--- src/pkg/mux_seq_pkg.sv ---
// Constants, register map and state carrier of the input mux sequencer.
package mux_seq_pkg;
   // ****************************************
   // Register map and field layout
   // ****************************************
   localparam int ADDR_W = 8;
   localparam logic [7:0] OFS_CTRL = 8'h00;
   localparam logic [7:0] OFS_NSEL0 = 8'h04;
   localparam logic [7:0] OFS_NSEL1 = 8'h08;
   localparam logic [7:0] OFS_ASEL0 = 8'h0c;
   localparam logic [7:0] OFS_ASEL1 = 8'h10;
   localparam logic [7:0] OFS_STATUS = 8'h14;
   localparam int CTRL_CNT = 0;
   localparam int CTRL_FLEN = 4;
   localparam int CTRL_CHOP = 6;
   localparam int CTRL_ALT = 8;
   localparam int CTRL_BME = 9;
   localparam int CTRL_DIFF = 10;
   localparam int CTRL_RUN = 14;
   localparam int CTRL_ACC = 16;
   localparam logic [1:0] RESP_OKAY = 2'h0;
   localparam logic [1:0] RESP_SLVERR = 2'h2;
   // ****************************************
   // Sequencer constants and reset values
   // ****************************************
   localparam int MAX_SLOTS = 10;
   localparam logic [3:0] LAST_SLOT_MAX = 4'h9;
   localparam logic [1:0] FLEN_MAX = 2'h2;
   localparam logic [3:0] SIG_VBAT = 4'hb;
   localparam logic [1:0] CHOP_AUTO = 2'h0;
   localparam logic [1:0] CHOP_POS = 2'h1;
   localparam logic [1:0] CHOP_REV = 2'h2;
   localparam logic [3:0] RST_SLOT_CNT = 4'h7;
   localparam logic [7:0] RST_ACC_LEN = 8'h02;
   localparam int RES_W = 28;
   localparam int FIFO_DEPTH = 16;

   typedef enum logic [1:0] {
      ST_IDLE = 2'b00,
      ST_SLOT = 2'b01,
      ST_SYNC = 2'b11
   } seq_state_e;

   typedef struct packed {
      seq_state_e state;
      logic [3:0] slot;
      logic [1:0] cyc;
      logic alt;
      logic [7:0] frame_idx;
      logic chopper_polarity;
      logic chop_phase;
      logic alt_pend;
      logic req_q;
      logic ck_q;
      logic [3:0] slot_cnt;
      logic [1:0] flen;
      logic [1:0] chop_mode;
      logic alt_req;
      logic battery_measure_enable;
      logic [3:0] diff_en;
      logic run;
      logic [7:0] acc_len;
      logic [39:0] nsel;
      logic [39:0] asel;
      logic [3:0] mux_sel;
      logic mux_en;
      logic conv_start;
      logic frame_sync;
      logic eng_start;
      logic [3:0] pair_chop;
      logic [3:0] conv_sig;
      logic mem_valid;
      logic [3:0] mem_addr;
      logic [RES_W-1:0] mem_data;
      logic aw_have;
      logic [7:0] aw_addr;
      logic w_have;
      logic [31:0] w_data;
      logic [3:0] w_strb;
      logic bvalid;
      logic [1:0] bresp;
      logic rvalid;
      logic [31:0] rdata;
      logic [1:0] rresp;
      logic aw_rdy;
      logic w_rdy;
      logic ar_rdy;
   } seq_state_s;
endpackage : mux_seq_pkg

--- src/core/adc_input_mux_sequencer.sv ---
// Input mux sequencer with AXI4-Lite registers and result FIFO.
`timescale 1ns/1ps
`default_nettype none

// ****************************************
// Result FIFO
// ****************************************
module mux_result_fifo #(
   parameter int W = 32,
   parameter int D = 16
) (
   input wire logic i_clk_sys,
   input wire logic i_rstn,
   input wire logic i_in_valid,
   output logic o_in_ready,
   input wire logic [W-1:0] i_in_data,
   output logic o_out_valid,
   input wire logic i_out_ready,
   output logic [W-1:0] o_out_data
);
   localparam int AW = $clog2(D);
   typedef struct packed {
      logic [D-1:0][W-1:0] mem;
      logic [AW-1:0] wr;
      logic [AW-1:0] rd;
      logic [AW:0] cnt;
      logic full;
      logic nempty;
   } fifo_s;
   fifo_s st;
   fifo_s next_st;

   // Full and not-empty are registered so the input ready and the output valid come from flops.
   always_comb begin
      logic push;
      logic pop;
      push = i_in_valid && !st.full;
      pop = i_out_ready && st.nempty;
      next_st = st;
      if (push) begin
         next_st.mem[st.wr] = i_in_data;
         next_st.wr = (st.wr == AW'(D - 1)) ? '0 : AW'(st.wr + 1'b1);
      end
      if (pop) begin
         next_st.rd = (st.rd == AW'(D - 1)) ? '0 : AW'(st.rd + 1'b1);
      end
      next_st.cnt = (AW + 1)'(st.cnt + push - pop);
      next_st.full = next_st.cnt == (AW + 1)'(D);
      next_st.nempty = next_st.cnt != '0;
   end

   always_ff @(posedge i_clk_sys or negedge i_rstn) begin
      if (!i_rstn) begin
         st <= '0;
      end else begin
         st <= next_st;
      end
   end

   assign o_in_ready = !st.full;
   assign o_out_valid = st.nempty;
   assign o_out_data = st.mem[st.rd];
endmodule : mux_result_fifo

// ****************************************
// Sequencer top
// ****************************************
module adc_input_mux_sequencer #(
   parameter int FIFO_W = 32,
   parameter int FIFO_D = mux_seq_pkg::FIFO_DEPTH
) (
   input wire logic i_clk_sys,
   input wire logic i_rstn,
   input wire logic i_slow_clock_32k,
   input wire logic i_conv_done,
   input wire logic [mux_seq_pkg::RES_W-1:0] i_conv_data,
   output logic o_conv_ready,
   output logic o_conv_start,
   output logic [3:0] o_mux_select,
   output logic o_mux_enable,
   output logic o_battery_load,
   output logic [3:0] o_pair_chop,
   output logic o_chopper_polarity,
   output logic o_frame_sync_pulse,
   output logic o_engine_start,
   output logic o_mem_valid,
   output logic [3:0] o_mem_addr,
   output logic [mux_seq_pkg::RES_W-1:0] o_mem_data,
   input wire logic i_mem_ready,
   input wire logic [mux_seq_pkg::ADDR_W-1:0] i_awaddr,
   input wire logic i_awvalid,
   output logic o_awready,
   input wire logic [31:0] i_wdata,
   input wire logic [3:0] i_wstrb,
   input wire logic i_wvalid,
   output logic o_wready,
   output logic [1:0] o_bresp,
   output logic o_bvalid,
   input wire logic i_bready,
   input wire logic [mux_seq_pkg::ADDR_W-1:0] i_araddr,
   input wire logic i_arvalid,
   output logic o_arready,
   output logic [31:0] o_rdata,
   output logic [1:0] o_rresp,
   output logic o_rvalid,
   input wire logic i_rready
);
   mux_seq_pkg::seq_state_s st;
   mux_seq_pkg::seq_state_s next_st;
   logic tick;
   logic f_out_valid;
   logic f_out_ready;
   logic [FIFO_W-1:0] f_out_data;

   // Register read view; top bit (bit 32) of the answer flags a mapped address.
   function automatic logic [32:0] rd_word(input mux_seq_pkg::seq_state_s s,
                                           input logic [7:0] a);
      logic [31:0] v;
      logic ok;
      v = '0;
      ok = 1'b1;
      case (a)
         mux_seq_pkg::OFS_CTRL: begin
            v[mux_seq_pkg::CTRL_CNT +: 4] = s.slot_cnt;
            v[mux_seq_pkg::CTRL_FLEN +: 2] = s.flen;
            v[mux_seq_pkg::CTRL_CHOP +: 2] = s.chop_mode;
            v[mux_seq_pkg::CTRL_ALT] = s.alt_req;
            v[mux_seq_pkg::CTRL_BME] = s.battery_measure_enable;
            v[mux_seq_pkg::CTRL_DIFF +: 4] = s.diff_en;
            v[mux_seq_pkg::CTRL_RUN] = s.run;
            v[mux_seq_pkg::CTRL_ACC +: 8] = s.acc_len;
         end
         mux_seq_pkg::OFS_NSEL0: v = s.nsel[31:0];
         mux_seq_pkg::OFS_NSEL1: v[7:0] = s.nsel[39:32];
         mux_seq_pkg::OFS_ASEL0: v = s.asel[31:0];
         mux_seq_pkg::OFS_ASEL1: v[7:0] = s.asel[39:32];
         mux_seq_pkg::OFS_STATUS: begin
            v = {8'h00, s.frame_idx, 6'h00, s.state, s.alt_pend,
                 s.frame_sync, s.chopper_polarity, s.alt, s.slot};
         end
         default: ok = 1'b0;
      endcase
      return {ok, v};
   endfunction : rd_word

   // The slow clock is sampled here; its rising edge paces the slot and frame sequence.
   assign tick = i_slow_clock_32k && !st.ck_q;

   // ****************************************
   // Next-state logic
   // ****************************************
   always_comb begin
      logic [3:0] last;
      logic [1:0] flen_eff;
      logic [7:0] nidx;
      logic begin_slot;
      logic new_frame;
      logic consume;
      logic [32:0] rw;
      logic [31:0] m;
      logic [31:0] wv;
      logic [3:0] sel;
      last = '0;
      flen_eff = '0;
      nidx = '0;
      begin_slot = 1'b0;
      new_frame = 1'b0;
      consume = 1'b0;
      rw = '0;
      m = '0;
      wv = '0;
      sel = '0;
      next_st = st;
      next_st.ck_q = i_slow_clock_32k;
      next_st.conv_start = 1'b0;
      next_st.eng_start = 1'b0;
      // Zero slots still runs one; above ten is held at ten.
      if (st.slot_cnt == 4'h0) begin
         last = 4'h0;
      end else if (st.slot_cnt > 4'(mux_seq_pkg::MAX_SLOTS)) begin
         last = mux_seq_pkg::LAST_SLOT_MAX;
      end else begin
         last = 4'(st.slot_cnt - 1'b1);
      end
      flen_eff = (st.flen > mux_seq_pkg::FLEN_MAX) ?
                 mux_seq_pkg::FLEN_MAX : st.flen;
      nidx = (8'(st.frame_idx + 1'b1) >= st.acc_len) ?
             8'h00 : 8'(st.frame_idx + 1'b1);
      if (tick) begin
         case (st.state)
            mux_seq_pkg::ST_IDLE: begin
               if (st.run) begin
                  nidx = 8'h00;
                  new_frame = 1'b1;
               end
            end
            mux_seq_pkg::ST_SLOT: begin
               if (st.cyc >= flen_eff) begin
                  next_st.cyc = 2'h0;
                  if (st.slot >= last) begin
                     // Extra settle cycle: sync high, engine pass starts.
                     next_st.state = mux_seq_pkg::ST_SYNC;
                     next_st.frame_sync = 1'b1;
                     next_st.eng_start = 1'b1;
                     next_st.mux_en = 1'b0;
                     next_st.chop_phase = !st.chop_phase;
                     case (st.chop_mode)
                        mux_seq_pkg::CHOP_POS: next_st.chopper_polarity = 1'b0;
                        mux_seq_pkg::CHOP_REV: next_st.chopper_polarity = 1'b1;
                        // Hold before the forced frame so alternates differ.
                        mux_seq_pkg::CHOP_AUTO: begin
                           if (nidx != 8'(st.acc_len - 1'b1)) begin
                              next_st.chopper_polarity = !st.chopper_polarity;
                           end
                        end
                        default: next_st.chopper_polarity = !st.chopper_polarity;
                     endcase
                  end else begin
                     next_st.slot = 4'(st.slot + 1'b1);
                     begin_slot = 1'b1;
                  end
               end else begin
                  next_st.cyc = 2'(st.cyc + 1'b1);
               end
            end
            mux_seq_pkg::ST_SYNC: begin
               next_st.frame_sync = 1'b0;
               if (st.run) begin
                  new_frame = 1'b1;
               end else begin
                  next_st.state = mux_seq_pkg::ST_IDLE;
               end
            end
            default: next_st.state = mux_seq_pkg::ST_IDLE;
         endcase
      end
      // A frame begins at slot zero; pending or forced alternates apply.
      if (new_frame) begin
         next_st.state = mux_seq_pkg::ST_SLOT;
         next_st.slot = 4'h0;
         next_st.cyc = 2'h0;
         next_st.frame_idx = nidx;
         next_st.alt = st.alt_pend || (st.chop_mode == mux_seq_pkg::CHOP_AUTO
                       && nidx == 8'(st.acc_len - 1'b1));
         consume = st.alt_pend;
         begin_slot = 1'b1;
      end
      // One input per slot; a disabled battery path converts nothing.
      if (begin_slot) begin
         sel = next_st.alt ? st.asel[{next_st.slot, 2'b00} +: 4]
                           : st.nsel[{next_st.slot, 2'b00} +: 4];
         next_st.mux_sel = sel;
         next_st.mux_en = !(sel == mux_seq_pkg::SIG_VBAT && !st.battery_measure_enable);
         next_st.conv_start = next_st.mux_en;
         next_st.conv_sig = sel;
      end
      next_st.pair_chop = st.diff_en & {4{next_st.chop_phase}};
      // A request rise wins over the consuming frame start.
      next_st.req_q = st.alt_req;
      next_st.alt_pend = (st.alt_req && !st.req_q) ||
                         (st.alt_pend && !consume);
      // Results leave the FIFO toward the engine word of their signal.
      if (f_out_valid && f_out_ready) begin
         next_st.mem_valid = 1'b1;
         next_st.mem_addr = f_out_data[mux_seq_pkg::RES_W +: 4];
         next_st.mem_data = f_out_data[mux_seq_pkg::RES_W-1:0];
      end else if (i_mem_ready) begin
         next_st.mem_valid = 1'b0;
      end
      // AXI4-Lite write: address and data in either order.
      if (i_awvalid && st.aw_rdy) begin
         next_st.aw_have = 1'b1;
         next_st.aw_addr = i_awaddr;
      end
      if (i_wvalid && st.w_rdy) begin
         next_st.w_have = 1'b1;
         next_st.w_data = i_wdata;
         next_st.w_strb = i_wstrb;
      end
      if (st.bvalid && i_bready) begin
         next_st.bvalid = 1'b0;
      end
      if (st.aw_have && st.w_have && !st.bvalid) begin
         rw = rd_word(st, st.aw_addr);
         for (int b = 0; b < 4; b++) begin
            m[8*b +: 8] = {8{st.w_strb[b]}};
         end
         wv = (rw[31:0] & ~m) | (st.w_data & m);
         next_st.aw_have = 1'b0;
         next_st.w_have = 1'b0;
         next_st.bvalid = 1'b1;
         next_st.bresp = rw[32] ? mux_seq_pkg::RESP_OKAY
                                : mux_seq_pkg::RESP_SLVERR;
         case (st.aw_addr)
            mux_seq_pkg::OFS_CTRL: begin
               next_st.slot_cnt = wv[mux_seq_pkg::CTRL_CNT +: 4];
               next_st.flen = wv[mux_seq_pkg::CTRL_FLEN +: 2];
               next_st.chop_mode = wv[mux_seq_pkg::CTRL_CHOP +: 2];
               next_st.alt_req = wv[mux_seq_pkg::CTRL_ALT];
               next_st.battery_measure_enable = wv[mux_seq_pkg::CTRL_BME];
               next_st.diff_en = wv[mux_seq_pkg::CTRL_DIFF +: 4];
               next_st.run = wv[mux_seq_pkg::CTRL_RUN];
               next_st.acc_len = wv[mux_seq_pkg::CTRL_ACC +: 8];
            end
            mux_seq_pkg::OFS_NSEL0: next_st.nsel[31:0] = wv;
            mux_seq_pkg::OFS_NSEL1: next_st.nsel[39:32] = wv[7:0];
            mux_seq_pkg::OFS_ASEL0: next_st.asel[31:0] = wv;
            mux_seq_pkg::OFS_ASEL1: next_st.asel[39:32] = wv[7:0];
            default: next_st.bvalid = 1'b1;
         endcase
      end
      // AXI4-Lite read: one outstanding, answered the next cycle.
      if (st.rvalid && i_rready) begin
         next_st.rvalid = 1'b0;
      end
      if (i_arvalid && st.ar_rdy) begin
         rw = rd_word(st, i_araddr);
         next_st.rvalid = 1'b1;
         next_st.rdata = rw[31:0];
         next_st.rresp = rw[32] ? mux_seq_pkg::RESP_OKAY
                                : mux_seq_pkg::RESP_SLVERR;
      end
      next_st.aw_rdy = !next_st.aw_have && !next_st.bvalid;
      next_st.w_rdy = !next_st.w_have && !next_st.bvalid;
      next_st.ar_rdy = !next_st.rvalid;
   end

   // Only constants are loaded under reset.
   always_ff @(posedge i_clk_sys or negedge i_rstn) begin
      if (!i_rstn) begin
         st <= '0;
         st.slot_cnt <= mux_seq_pkg::RST_SLOT_CNT;
         st.acc_len <= mux_seq_pkg::RST_ACC_LEN;
         st.aw_rdy <= 1'b1;
         st.w_rdy <= 1'b1;
         st.ar_rdy <= 1'b1;
      end else begin
         st <= next_st;
      end
   end

   // Results are tagged with the signal of the slot that started them.
   mux_result_fifo #(.W(FIFO_W), .D(FIFO_D)) u_fifo (
      .i_clk_sys(i_clk_sys),
      .i_rstn(i_rstn),
      .i_in_valid(i_conv_done),
      .o_in_ready(o_conv_ready),
      .i_in_data({st.conv_sig, i_conv_data}),
      .o_out_valid(f_out_valid),
      .i_out_ready(f_out_ready),
      .o_out_data(f_out_data)
   );
   assign f_out_ready = !st.mem_valid || i_mem_ready;

   assign o_conv_start = st.conv_start;
   assign o_mux_select = st.mux_sel;
   assign o_mux_enable = st.mux_en;
   assign o_battery_load = st.battery_measure_enable;
   assign o_pair_chop = st.pair_chop;
   assign o_chopper_polarity = st.chopper_polarity;
   assign o_frame_sync_pulse = st.frame_sync;
   assign o_engine_start = st.eng_start;
   assign o_mem_valid = st.mem_valid;
   assign o_mem_addr = st.mem_addr;
   assign o_mem_data = st.mem_data;
   assign o_awready = st.aw_rdy;
   assign o_wready = st.w_rdy;
   assign o_bresp = st.bresp;
   assign o_bvalid = st.bvalid;
   assign o_arready = st.ar_rdy;
   assign o_rdata = st.rdata;
   assign o_rresp = st.rresp;
   assign o_rvalid = st.rvalid;
endmodule : adc_input_mux_sequencer
`default_nettype wire

--- config.mk ---
export PLATFORM = sky130hd
export DESIGN_NAME = adc_input_mux_sequencer
export DESIGN_NICKNAME = d
export VERILOG_FILES = /design/src/pkg/mux_seq_pkg.sv /design/src/core/adc_input_mux_sequencer.sv
export SDC_FILE = /design/constraint.sdc
export NUM_CORES = 1
export LEC_CHECK = 0
export BUFFER_PORTS_ARGS = -buffer_cell sky130_fd_sc_hd__clkbuf_2
export CORE_MARGIN = 4
export CORE_UTILIZATION = 40
export CTS_CLUSTER_DIAMETER = 100
export DETAILED_ROUTE_END_ITERATION = 8
export GPL_ROUTABILITY_DRIVEN = 0
export HOLD_SLACK_MARGIN = 0.15
export PLACE_DENSITY = 0.57
export SYNTH_ARGS = -nofsm -noshare
export SYNTH_HDL_FRONTEND = slang
export SYNTH_SLANG_ARGS = --single-unit
--- constraint.sdc ---
create_clock -name i_clk_sys -period 5.3 [get_ports i_clk_sys]
set_input_delay 0.265 -clock i_clk_sys [delete_from_list [all_inputs] [get_ports i_clk_sys]]
set_output_delay 0.265 -clock i_clk_sys [all_outputs]
set_load 0.02 [all_outputs]
==> metrics.md, run 1 <==
| Metric | Value |
|---|---|
| Status | `completed` |
| EDFF count, synth | `0` |
| WL/cell | `23.4 um` |
| Core Box Area | `93900 um^2` |
| Std-Cell Rows | `112` |
| Switching Fraction | `0.344` |
| CTS tree | `yes` |
| Die area | `100000 um^2` |
| Int Power | `16000 uW` |
| Worst-Skew Late Latency | `660 ps` |
| NumNets Final | `3355` |
| DRT Pass-1 Iters | `5` |
| Initial antenna violation count | `1` |
| Via-to-Cell Ratio | `5.66` |
| Max-cap violations | `0` |
| Finish-stage setup viols | `0` |
| Proportion of layout cells with a drive suffix above 1 | `0.346` |
| Crit-path cells | `ha_1, nand2_1, o21a_1, or2_2, ha_1, and3_4, a221oi_2, and2_1, nand2_1, o211ai_1, o32ai_2, nor2_1, mux2_1, o32a_1, nor4_2, a21oi_1` |
| FFs w/ async S/R, synth | `1.00` |
| CTS Root Cell | `clkbuf_16` |
| H-tree Lvls | `3` |
| I/O Buffers | `176` |
| CTS buffer count | `89` |
| Delay of the slowest critical-path stage | `510 ps` |
| CP Max Fanout | `9` |
| Sequential power share | `0.400` |
| Crit path time final | `4960 ps` |
| Crit end category | `flop` |
| Switching power total | `8370 uW` |
| Setup_tns | `0 ps` |
| Number of clock sinks | `782` |
| Critical Path Source Type | `flop` |
| I/O pin total | `179` |
| Critical path's slowest cell | `dfrtp_1` |
| Hold_ws | `262 ps` |
| Slew Viols, Final | `0` |
| Final worst path period share | `0.935` |
| Main synth FF type | `dfrtp_1` |
| # DRC | `0` |
| Clock slew at reported path FFs | `60 ps` |
| Part of the power in combinational logic | `0.343` |
| Final Hold Fails | `0` |
| CTS max path bufs | `3` |
| Most frequent cells in the layout | `dfrtp_1 (770), mux2_2 (618), nand2_1 (322)` |
| Total global routing track utilization | `0.214` |
| Post-DRT Antenna Nets | `0` |
| First-pass GRT wire length | `167 mm` |
| Pwr per Cell Area | `557 nW/um^2` |
| Iteration-0 DRC Markers | `1790` |
| Tightest Pin Transition | `1140 ps` |
| RSZ-0062 raised after global routing | `no` |
| Vias | `25800` |
| Fmax | `202 MHz` |
| Die height | `317 um` |
| Library cells used by synthesis | `94` |
| HP Class | `in2reg` |
| CTS resizes | `0` |
| Clock share of power | `0.257` |
| Starting density of the core | `0.406` |
| Leakage | `0.0193 uW` |
| Grt ovf | `0` |
| Final wirelength | `107 mm` |
| Largest net degree at the start of global routing | `183` |
| Required @ worst endpoint | `5830 ps` |
| Slew HR | `0.238` |
| Area grow syn2layout | `14.5%` |
| Chip width | `317 um` |
| Commonest non-fill, non-tap cell in the layout | `dfrtp_1` |
| Mean Syn Cell Area | `12.2 um^2` |
| Dpl hpwl | `68.2 mm` |
| VDD IR max | `0.418 mV` |
| Sequential area share after synthesis | `0.513` |
| Yosys Warn Count | `0` |
| Post-Synthesis Cell Area | `38100 um^2` |
| Critical path class | `reg2reg` |
| Cell count after synthesis | `3126` |
| Vias in the first global route | `27200` |
| Layout Skew | `36.4 ps` |
| Seq cells post-synth | `782` |
| Arrival time of the worst setup path | `5490 ps` |
cells in the mapped netlist (4+ instances only):
master | n | area (um^2)
clkbuf_1 | 193 | 724
mux2i_1 | 159 | 1590
mux4_2 | 72 | 1620
o21ai_0 | 214 | 1070
buf_4 | 79 | 593
mux2_2 | 618 | 6960
ha_1 | 35 | 438
buf_1 | 21 | 78.8
nand3_1 | 22 | 110
and3_1 | 6 | 37.5
a21o_1 | 7 | 52.6
xor2_1 | 5 | 43.8
nand3b_1 | 4 | 30.0
inv_2 | 4 | 15.0
o211ai_1 | 7 | 52.6
and2_1 | 12 | 75.1
nor3_1 | 29 | 145
xnor2_2 | 6 | 97.6
or2_2 | 7 | 43.8
xnor2_1 | 15 | 131
nor2_1 | 61 | 229
o221ai_1 | 70 | 613
dfrtp_1 | 775 | 19400
inv_1 | 54 | 203
nor4_1 | 6 | 37.5
o21ai_1 | 5 | 25.0
o22ai_1 | 13 | 81.3
a221oi_1 | 4 | 35.0
a221o_1 | 4 | 40.0
a21oi_1 | 100 | 500
nand2b_1 | 12 | 75.1
a32oi_1 | 12 | 105
a31oi_1 | 12 | 75.1
a22o_1 | 19 | 166
a211oi_1 | 13 | 97.6
o32ai_1 | 4 | 35.0
dfstp_2 | 7 | 184
a22oi_1 | 21 | 158
nand2_1 | 324 | 1220
nor2b_1 | 15 | 93.8
through the flow:
| step | area (um^2) | total power (uW) | util | instances | worst slack (ps) |
|---|---|---|---|---|---|
| final | 43700 | 24300 | 0.465 | 4555 | 344 |
| after global routing | 43700 | 25800 | 0.465 | 4554 | 115 |
| after CTS | 43700 | 24500 | 0.465 | 4554 | 440 |
| after detailed placement | 39800 | 18100 | 0.424 | 4308 | 475 |
| after global placement | 39800 | 17700 | 0.424 | 4308 | 564 |
| after floorplan | 38100 | 15600 | - | 3127 | 1110 |
cell type report:
class / count / area (um^2)
well taps: 1254 / 1570
clock inverters: 32 / 408
diodes: 1 / 2.50
inverters: 60 / 225
repair buffers: 308 / 2200
flip-flops and latches: 782 / 19600
multi-input cells: 1988 / 17100
clock buffers: 130 / 2610
fillers: 8458 / 50200
sequential cells by signal (all words and copies together) (netlist names), 4 cells and up:
signal and flops:
o_mem_addr 4, o_mem_data 28, o_pair_chop 4, st 172, o_rdata 32, u_fifo.st 526
logic make-up (layout without fill, tap and decap cells):
family                   after synthesis  after routing  share of synthesized area
XOR/XNOR                              28             28                    0.00801
flip-flops                           782            782                      0.513
multiplexers                         851            851                      0.267
buffers and inverters                357            530                     0.0432
AO/OA/AOI/OAI                        541            541                     0.0926
other                                  1              3                  0.0000983
AND/OR/NAND/NOR                      529            529                     0.0631
adder cells (fa/ha/maj)               37             37                     0.0123
worst max-delay path: cells and delay by family, from the launching register on:
kind | cells | cell delay [ps]
adder cells (fa/ha/maj) | 2 | 640
multiplexers | 1 | 340
AO/OA/AOI/OAI | 6 | 1640
AND/OR/NAND/NOR | 7 | 1670
flip-flops | 1 | 510
path summary, 6_finish.rpt:
path / start / to / slack (ps) / cells past startpoint
worst min register to register: st[240]$_DFF_PN0_ / st[241]$_DFF_PN0_ / 420 / 1
max in group asynchronous: i_rstn / st[215]$_DFFE_PN0P_ / 3170 / 4
worst max-delay path: st[244]$_DFFE_PN0P_ / o_conv_start$_DFF_PN0_ / 340 / 16
worst min-delay path: i_araddr[4] / o_rdata[14]$_DFFE_PN0P_ / 260 / 3
worst max register to register: st[244]$_DFFE_PN0P_ / o_conv_start$_DFF_PN0_ / 340 / 16
min in group asynchronous: i_rstn / u_fifo.st[5]$_DFF_PN0_ / 670 / 3
routing by layer:
layer	track usage	vias to the layer above	wire length, um
li1	-	11500	-
met1	0.285	13300	45600
met2	0.353	796	50900
met3	0.0341	228	5650
met4	0.0861	0	4600
met5	0	-	0
power groups by stage:
stage	Sequential, uW	Clock (uW)	Combinational (uW)
after CTS	9700	6430	8420
after global placement	9610	0	8110
after floorplan	8990	0	6650
final	9720	6260	8350
after detailed placement	9800	0	8330
after global routing	9970	6670	9130
repair_timing:
| action | 4_1_cts | 5_1_grt |
|---|---|---|
| buffers inserted | 0 | 0 |
| hold endpoints to repair | 662 | 0 |
| hold buffers | 84 | 0 |
No activity file was read; power rests on OpenSTA's default activity.
==> run 2, diff against run 1 <==
--- a/config.mk
+++ b/config.mk
@@ -11,6 +11,7 @@
 export CTS_CLUSTER_DIAMETER = 100
 export DETAILED_ROUTE_END_ITERATION = 8
 export GPL_ROUTABILITY_DRIVEN = 0
+export GPL_TIMING_DRIVEN = 0
 export HOLD_SLACK_MARGIN = 0.15
 export PLACE_DENSITY = 0.57
 export SYNTH_ARGS = -nofsm -noshare
==> constraint.sdc (replaced) <==
create_clock -name i_clk_sys -period 5.5 [get_ports i_clk_sys]
set_input_delay 0.275 -clock i_clk_sys [delete_from_list [all_inputs] [get_ports i_clk_sys]]
set_output_delay 0.275 -clock i_clk_sys [all_outputs]
set_load 0.02 [all_outputs]
==> run 2 against run 1 <==
- cell count rose by 5.5%
- clock power fell by 2%
- hold slack got worse by 37 ps
- largest cell class unchanged
- largest power group unchanged
==> metrics.md, run 2 (same netlist as run 1, synthesis figures left out) <==
| Metric | Value |
|---|---|
| Status | `completed (unchanged)` |
| I/O pin total | `179 (unchanged)` |
| Critical path class | `reg2reg (unchanged)` |
| Largest Register | `u_fifo.st (unchanged)` |
| Total global routing track utilization | `0.229 (was 0.214)` |
| RSZ-0062 raised after global routing | `no (unchanged)` |
| Slew Viols, Final | `0 (unchanged)` |
| Initial antenna violation count | `3 (was 1)` |
| Register Area | `19600 um^2 (about the same)` |
| Proportion of layout cells with a drive suffix above 1 | `0.325 (was 0.346)` |
| HP Class | `in2async (was in2reg)` |
| Max reg flops | `526 (unchanged)` |
| Iteration-0 DRC Markers | `2062 (was 1790)` |
| Setup_tns | `0 ps (unchanged)` |
| Final Hold Fails | `0 (unchanged)` |
| Commonest non-fill, non-tap cell in the layout | `dfrtp_1 (unchanged)` |
| Crit path time final | `5250 ps (was 4960 ps)` |
| Crit-path cells | `inv_1, ha_1, nand2b_1, nand2b_1, nand2_1, a21boi_0, ha_1, nand2b_4, a2111oi_4, o211ai_4, xnor2_2, nand2_2, inv_2, buf_4, mux4_2, a21boi_1, inv_1, a31oi_1, nor4_2, a21oi_1 (was ha_1, nand2_1, o21a_1, or2_2, ha_1, and3_4, a221oi_2, and2_1, nand2_1, o211ai_1, o32ai_2, nor2_1, mux2_1, o32a_1, nor4_2, a21oi_1)` |
| CTS max path bufs | `3 (unchanged)` |
| Worst-Skew Late Latency | `670 ps (was 660 ps)` |
| Multi-input logic area | `16900 um^2 (was 17100 um^2)` |
| Die area | `100000 um^2 (unchanged)` |
| Largest net degree at the start of global routing | `110 (was 183)` |
| Most frequent cells in the layout | `dfrtp_1 (775), mux2_2 (618), nand2_1 (324) (was dfrtp_1 (770), mux2_2 (618), nand2_1 (322))` |
| CP top delay family | `compound AO/OA/AOI/OAI gates (was simple AND/OR/NAND/NOR gates)` |
| Delay of the slowest critical-path stage | `630 ps (was 510 ps)` |
| Placed Area | `40800 um^2 (was 39800 um^2)` |
| CP bufs+invs | `4 (was 0)` |
| Fmax | `190 MHz (was 202 MHz)` |
| Pwr per Cell Area | `539 nW/um^2 (was 557 nW/um^2)` |
| Required @ worst endpoint | `6050 ps (was 5830 ps)` |
| Leakage | `0.0198 uW (was 0.0193 uW)` |
| I/O Buffers | `174 (was 176)` |
| Critical path's slowest cell | `mux4_2 (was dfrtp_1)` |
| Slew HR | `0.129 (was 0.238)` |
| Core Box Area | `93900 um^2 (unchanged)` |
| Chip width | `317 um (unchanged)` |
| Layout Skew | `22.0 ps (was 36.4 ps)` |
| Crit end category | `flop (unchanged)` |
| Tightest Pin Transition | `1300 ps (was 1140 ps)` |
| WL/cell | `23.8 um (was 23.4 um)` |
| Std-Cell Rows | `112 (unchanged)` |
| Max-cap violations | `0 (unchanged)` |
| Dpl hpwl | `79.1 mm (was 68.2 mm)` |
| NumNets Final | `3607 (was 3355)` |
| Area grow syn2layout | `17.1% (was 14.5%)` |
| Clock slew at reported path FFs | `60 ps (about the same)` |
| Grt ovf | `0 (unchanged)` |
| Post-layout util | `0.476 (was 0.465)` |
| Vias | `26700 (was 25800)` |
| Final worst path period share | `0.955 (was 0.935)` |
| H-tree Lvls | `3 (unchanged)` |
| Starting density of the core | `0.406 (unchanged)` |
| # fillers | `8633 (was 8458)` |
| CP Max Fanout | `10 (was 9)` |
| Post-DRT Antenna Nets | `0 (unchanged)` |
| CTS Root Cell | `clkbuf_16 (unchanged)` |
| # DRC | `0 (unchanged)` |
| Finish-stage setup viols | `0 (unchanged)` |
| VDD IR max | `0.321 mV (was 0.418 mV)` |
| Vias in the first global route | `27300 (was 27200)` |
| Arrival time of the worst setup path | `5800 ps (was 5490 ps)` |
| Via-to-Cell Ratio | `5.55 (was 5.66)` |
| CTS tree | `yes (unchanged)` |
| Critical Path Source Type | `flop (unchanged)` |
| Die height | `317 um (unchanged)` |
| CTS buffer count | `88 (was 89)` |
| Number of clock sinks | `782 (unchanged)` |
| First-pass GRT wire length | `174 mm (was 167 mm)` |
| Cell area after layout | `44700 um^2 (was 43700 um^2)` |
| Final wirelength | `114 mm (was 107 mm)` |
| DRT Pass-1 Iters | `6 (was 5)` |
run 2: cell count changes in the layout (fill, tap and decap cells not counted), moves of 5 or more:
cell / previous run / this run
buf_1: 0 / 21
buf_12: 9 / 0
buf_16: 0 / 8
buf_4: 39 / 80
clkbuf_1: 19 / 212
clkinv_2: 17 / 12
dfrtp_1: 770 / 775
nor2_1: 49 / 61
nor2_4: 13 / 1
run 2: report_power, final:
group          switching [uW]  internal (uW)  total [uW]
combinational            4710           4170        8880
sequential               1240           7810        9040
clock                    2520           3640        6160
total                    8470          15600       24100
run 2: per-stage QoR:
stage	setup slack, ps	hold slack, ps	cells	total power (uW)
finish	250	224	4805	24100
global route	11.7	267	4802	25400
CTS	279	213	4801	24200
detailed placement	305	407	4564	17900
global placement	-15540	406	4555	17800
floorplan	1310	-20.6	3127	15100
run 2: final cells by class:
type,instances,area share
multi-input combinational,1988,0.379
clock buffer,124,0.0564
sequential,782,0.438
timing repair buffer,264,0.0429
inverter,60,0.00504
buffer,297,0.0319
antenna,4,0.000224
clock inverter,32,0.0111
tap,1254,0.0351
run 2: repair_timing:
action                    CTS  global route
hold endpoints to repair  306             0
hold buffers               81             0
gates resized for setup     0             0
setup buffers               0             0
run 2: path summary, 6_finish.rpt:
| path | start | endpoint | slack, ps | depth (start not counted) |
|---|---|---|---|---|
| max | st[235]$_DFFE_PN1P_ | o_conv_start$_DFF_PN0_ | 250 | 20 |
| min | i_rstn | o_mem_data[26]$_DFFE_PN0P_ | 220 | 2 |
| max reg2reg | st[235]$_DFFE_PN1P_ | o_conv_start$_DFF_PN0_ | 250 | 20 |
| min reg2reg | st[240]$_DFF_PN0_ | st[241]$_DFF_PN0_ | 400 | 1 |
| max in group asynchronous | i_rstn | o_mem_data[16]$_DFFE_PN0P_ | 3410 | 5 |
| min in group i_clk_sys | i_arvalid | o_rdata[10]$_DFFE_PN0P_ | 270 | 4 |
run 2: per-layer routing:
metal | GRT usage | wire (um)
met1 | 0.313 | 50300
met2 | 0.373 | 53700
met3 | 0.0375 | 6500
met4 | 0.0770 | 3820
met5 | 0 | 13
==> run 3, diff against run 2 <==
--- a/config.mk
+++ b/config.mk
@@ -5,15 +5,16 @@
 export SDC_FILE = /design/constraint.sdc
 export NUM_CORES = 1
 export LEC_CHECK = 0
-export BUFFER_PORTS_ARGS = -buffer_cell sky130_fd_sc_hd__clkbuf_2
 export CORE_MARGIN = 4
 export CORE_UTILIZATION = 40
+export CTS_BUF_LIST = sky130_fd_sc_hd__clkbuf_8
 export CTS_CLUSTER_DIAMETER = 100
 export DETAILED_ROUTE_END_ITERATION = 8
+export DONT_BUFFER_PORTS = 1
 export GPL_ROUTABILITY_DRIVEN = 0
 export GPL_TIMING_DRIVEN = 0
 export HOLD_SLACK_MARGIN = 0.15
-export PLACE_DENSITY = 0.57
+export PLACE_DENSITY = 0.55
 export SYNTH_ARGS = -nofsm -noshare
 export SYNTH_HDL_FRONTEND = slang
 export SYNTH_SLANG_ARGS = --single-unit
==> run 3 against run 2 <==
- the flow now finishes with violations (negative hold slack, max-slew violations)
- non-clock buffer count shrank 127
- via count increased by 1.1%
- critical path depth down 3
- register-to-register slack hardly changed
- clock-buffer cell count up 56
- sequential cell count is the same
- cell count is 0.79% lower
- sequential share of layout area rose by 0.61 points
- sequential power increased by 0.9%
- critical endpoint unchanged
==> metrics.md, run 3 (same netlist as run 1, synthesis figures left out) <==
| Metric | Value |
|---|---|
| Starting density of the core | `0.406 (unchanged)` |
| Met2 GRT Util | `0.400 (was 0.373)` |
| Layout Skew | `38.5 ps (was 22.0 ps)` |
| Die height | `317 um (unchanged)` |
| CTS buffer count | `138 (was 88)` |
| RSZ-0062 raised after global routing | `no (unchanged)` |
| CTS Root Cell | `clkbuf_8 (was clkbuf_16)` |
| WL/cell | `24.6 um (was 23.8 um)` |
| CTS resizes | `0 (unchanged)` |
| Proportion of layout cells with a drive suffix above 1 | `0.297 (was 0.325)` |
| Grt ovf | `0 (unchanged)` |
| Die area | `100000 um^2 (unchanged)` |
| Crit end category | `flop (unchanged)` |
| Post-DRT Antenna Nets | `0 (unchanged)` |
| Final wirelength | `117 mm (was 114 mm)` |
| Vias | `26900 (was 26700)` |
| Final worst path period share | `0.952 (was 0.955)` |
| Pwr per Cell Area | `539 nW/um^2 (about the same)` |
| Std-Cell Rows | `112 (unchanged)` |
| # fillers | `8498 (was 8633)` |
| M1 GR Usage | `0.285 (was 0.313)` |
| Most used routing layer | `met2 (unchanged)` |
| First-pass GRT wire length | `177 mm (was 174 mm)` |
| H-tree Lvls | `4 (was 3)` |
| Core Box Area | `93900 um^2 (unchanged)` |
| CTS max path bufs | `3 (unchanged)` |
| CTS tree | `yes (unchanged)` |
| CP bufs+invs | `1 (was 4)` |
| Delay of the slowest critical-path stage | `610 ps (was 630 ps)` |
| Slew HR | `-1.03 (was 0.129)` |
| Area grow syn2layout | `15.5% (was 17.1%)` |
| CP Max Fanout | `9 (was 10)` |
| Number of clock sinks | `782 (unchanged)` |
| Finish-stage setup viols | `0 (unchanged)` |
| Max-cap violations | `0 (unchanged)` |
| Via-to-Cell Ratio | `5.65 (was 5.55)` |
| Fmax | `191 MHz (was 190 MHz)` |
| Buffer count from post-CTS setup fixing | `0 (unchanged)` |
| Hold buffers post-CTS | `136 (was 81)` |
| Final Hold Fails | `775 (was 0)` |
| Chip width | `317 um (unchanged)` |
| Iteration-0 DRC Markers | `2043 (was 2062)` |
| Hold_ws | `-814 ps (was 224 ps)` |
| Crit path time final | `5240 ps (was 5250 ps)` |
| I/O pin total | `179 (unchanged)` |
| Overall Power | `23700 uW (was 24100 uW)` |
| Leakage | `0.0193 uW (was 0.0198 uW)` |
| Status | `finished, violations left (was completed)` |
| Clock slew at reported path FFs | `60 ps (about the same)` |
| Total global routing track utilization | `0.233 (was 0.229)` |
| Critical path's slowest cell | `dfrtp_1 (was mux4_2)` |
| Dpl hpwl | `81.0 mm (was 79.1 mm)` |
| Slew Viols, Final | `536 (was 0)` |
| Required @ worst endpoint | `6140 ps (was 6050 ps)` |
| # DRC | `0 (unchanged)` |
| Largest Register | `u_fifo.st (unchanged)` |
| Commonest non-fill, non-tap cell in the layout | `dfrtp_1 (unchanged)` |
| Critical path class | `reg2reg (unchanged)` |
| Tightest Pin Transition | `3050 ps (was 1300 ps)` |
| Worst-Skew Late Latency | `810 ps (was 670 ps)` |
| Failing checks | `negative hold slack, max-slew violations` |
| Setup_tns | `0 ps (unchanged)` |
| Arrival time of the worst setup path | `5880 ps (was 5800 ps)` |
| VDD IR max | `0.306 mV (was 0.321 mV)` |
| CP top delay family | `compound AO/OA/AOI/OAI gates (unchanged)` |
| Largest net degree at the start of global routing | `783 (was 110)` |
| Initial antenna violation count | `5 (was 3)` |
| Most frequent cells in the layout | `dfrtp_1 (775), mux2_2 (618), nand2_1 (324) (unchanged)` |
| DRT Pass-1 Iters | `6 (unchanged)` |
| I/O Buffers | `0 (was 174)` |
| HP Class | `in2async (unchanged)` |
| Max reg flops | `526 (unchanged)` |
| Critical Path Source Type | `flop (unchanged)` |
| NumNets Final | `3530 (was 3607)` |
| Vias in the first global route | `28400 (was 27300)` |
| Met3 Track Usage GR | `0.0484 (was 0.0375)` |
| Crit-path cells | `ha_1, nand2_1, o21a_1, or2_2, ha_1, and3_4, a221oi_2, and2_1, buf_4, nand3_1, o32ai_2, o32ai_2, nor2_1, mux2_1, o32a_1, nor4_2, a21oi_1 (was inv_1, ha_1, nand2b_1, nand2b_1, nand2_1, a21boi_0, ha_1, nand2b_4, a2111oi_4, o211ai_4, xnor2_2, nand2_2, inv_2, buf_4, mux4_2, a21boi_1, inv_1, a31oi_1, nor4_2, a21oi_1)` |
run 3: cell count changes in the layout (fill, tap and decap cells not counted), moves of 4 or more:
cell | previous run | this run
buf_16 | 8 | 0
inv_1 | 54 | 91
clkinv_2 | 12 | 6
inv_6 | 0 | 4
bufinv_16 | 9 | 4
clkbuf_1 | 212 | 192
dlygate4sd3_1 | 81 | 136
clkbuf_2 | 173 | 1
clkbuf_8 | 17 | 180
clkbuf_16 | 89 | 0
inv_8 | 0 | 4
run 3: power by group:
part           internal (uW)  switching, uW  total, uW
Clock                   3140           2520       5670
Combinational           4290           4670       8950
Sequential              7810           1310       9120
run 3: path summary, 6_finish.rpt:
kind / slack (ps) / cells after the start / from / endpoint
setup / recovery: 260 / 17 / st[244]$_DFFE_PN0P_ / o_conv_start$_DFF_PN0_
hold / removal: -810 / 0 / i_rstn / o_mem_data[6]$_DFFE_PN0P_
setup reg to reg: 260 / 17 / st[244]$_DFFE_PN0P_ / o_conv_start$_DFF_PN0_
hold reg to reg: 430 / 1 / st[240]$_DFF_PN0_ / st[241]$_DFF_PN0_
max in group asynchronous: 3920 / 0 / i_rstn / st[220]$_DFFE_PN0P_
min in group i_clk_sys: 220 / 3 / i_mem_ready / o_mem_valid$_DFFE_PN0P_
run 3: routing by layer:
metal	part of all wire	routed length, um	vias up
li1	-	-	11800
met1	0.40	46500	13800
met2	0.50	58500	1040
met3	0.062	7310	283
met4	0.044	5180	2
met5	0.00011	13	-
run 3: per-stage QoR:
| step | setup WS (ps) | cells | instance area (um^2) | utilization |
|---|---|---|---|---|
| detailed placement | 403 | 4382 | 39700 | 0.423 |
| global route | 114 | 4766 | 44000 | 0.469 |
| CTS | 359 | 4761 | 44000 | 0.469 |
| global placement | 414 | 4381 | 39700 | 0.423 |
| floorplan | 1310 | 3127 | 38100 | - |
| finish | 263 | 4767 | 44000 | 0.469 |
run 3: layout make-up:
type | instances | area (um^2) | share of cell area
Clock inverter | 63 | 464 | 0.0105
Tap cell | 1254 | 1570 | 0.0356
Sequential cell | 782 | 19600 | 0.444
Inverter | 60 | 225 | 0.00511
Antenna cell | 6 | 15.0 | 0.000341
Multi-Input combinational cell | 1988 | 16900 | 0.384
Buffer | 297 | 1420 | 0.0323
Timing Repair Buffer | 137 | 1370 | 0.0311
Clock buffer | 180 | 2480 | 0.0562
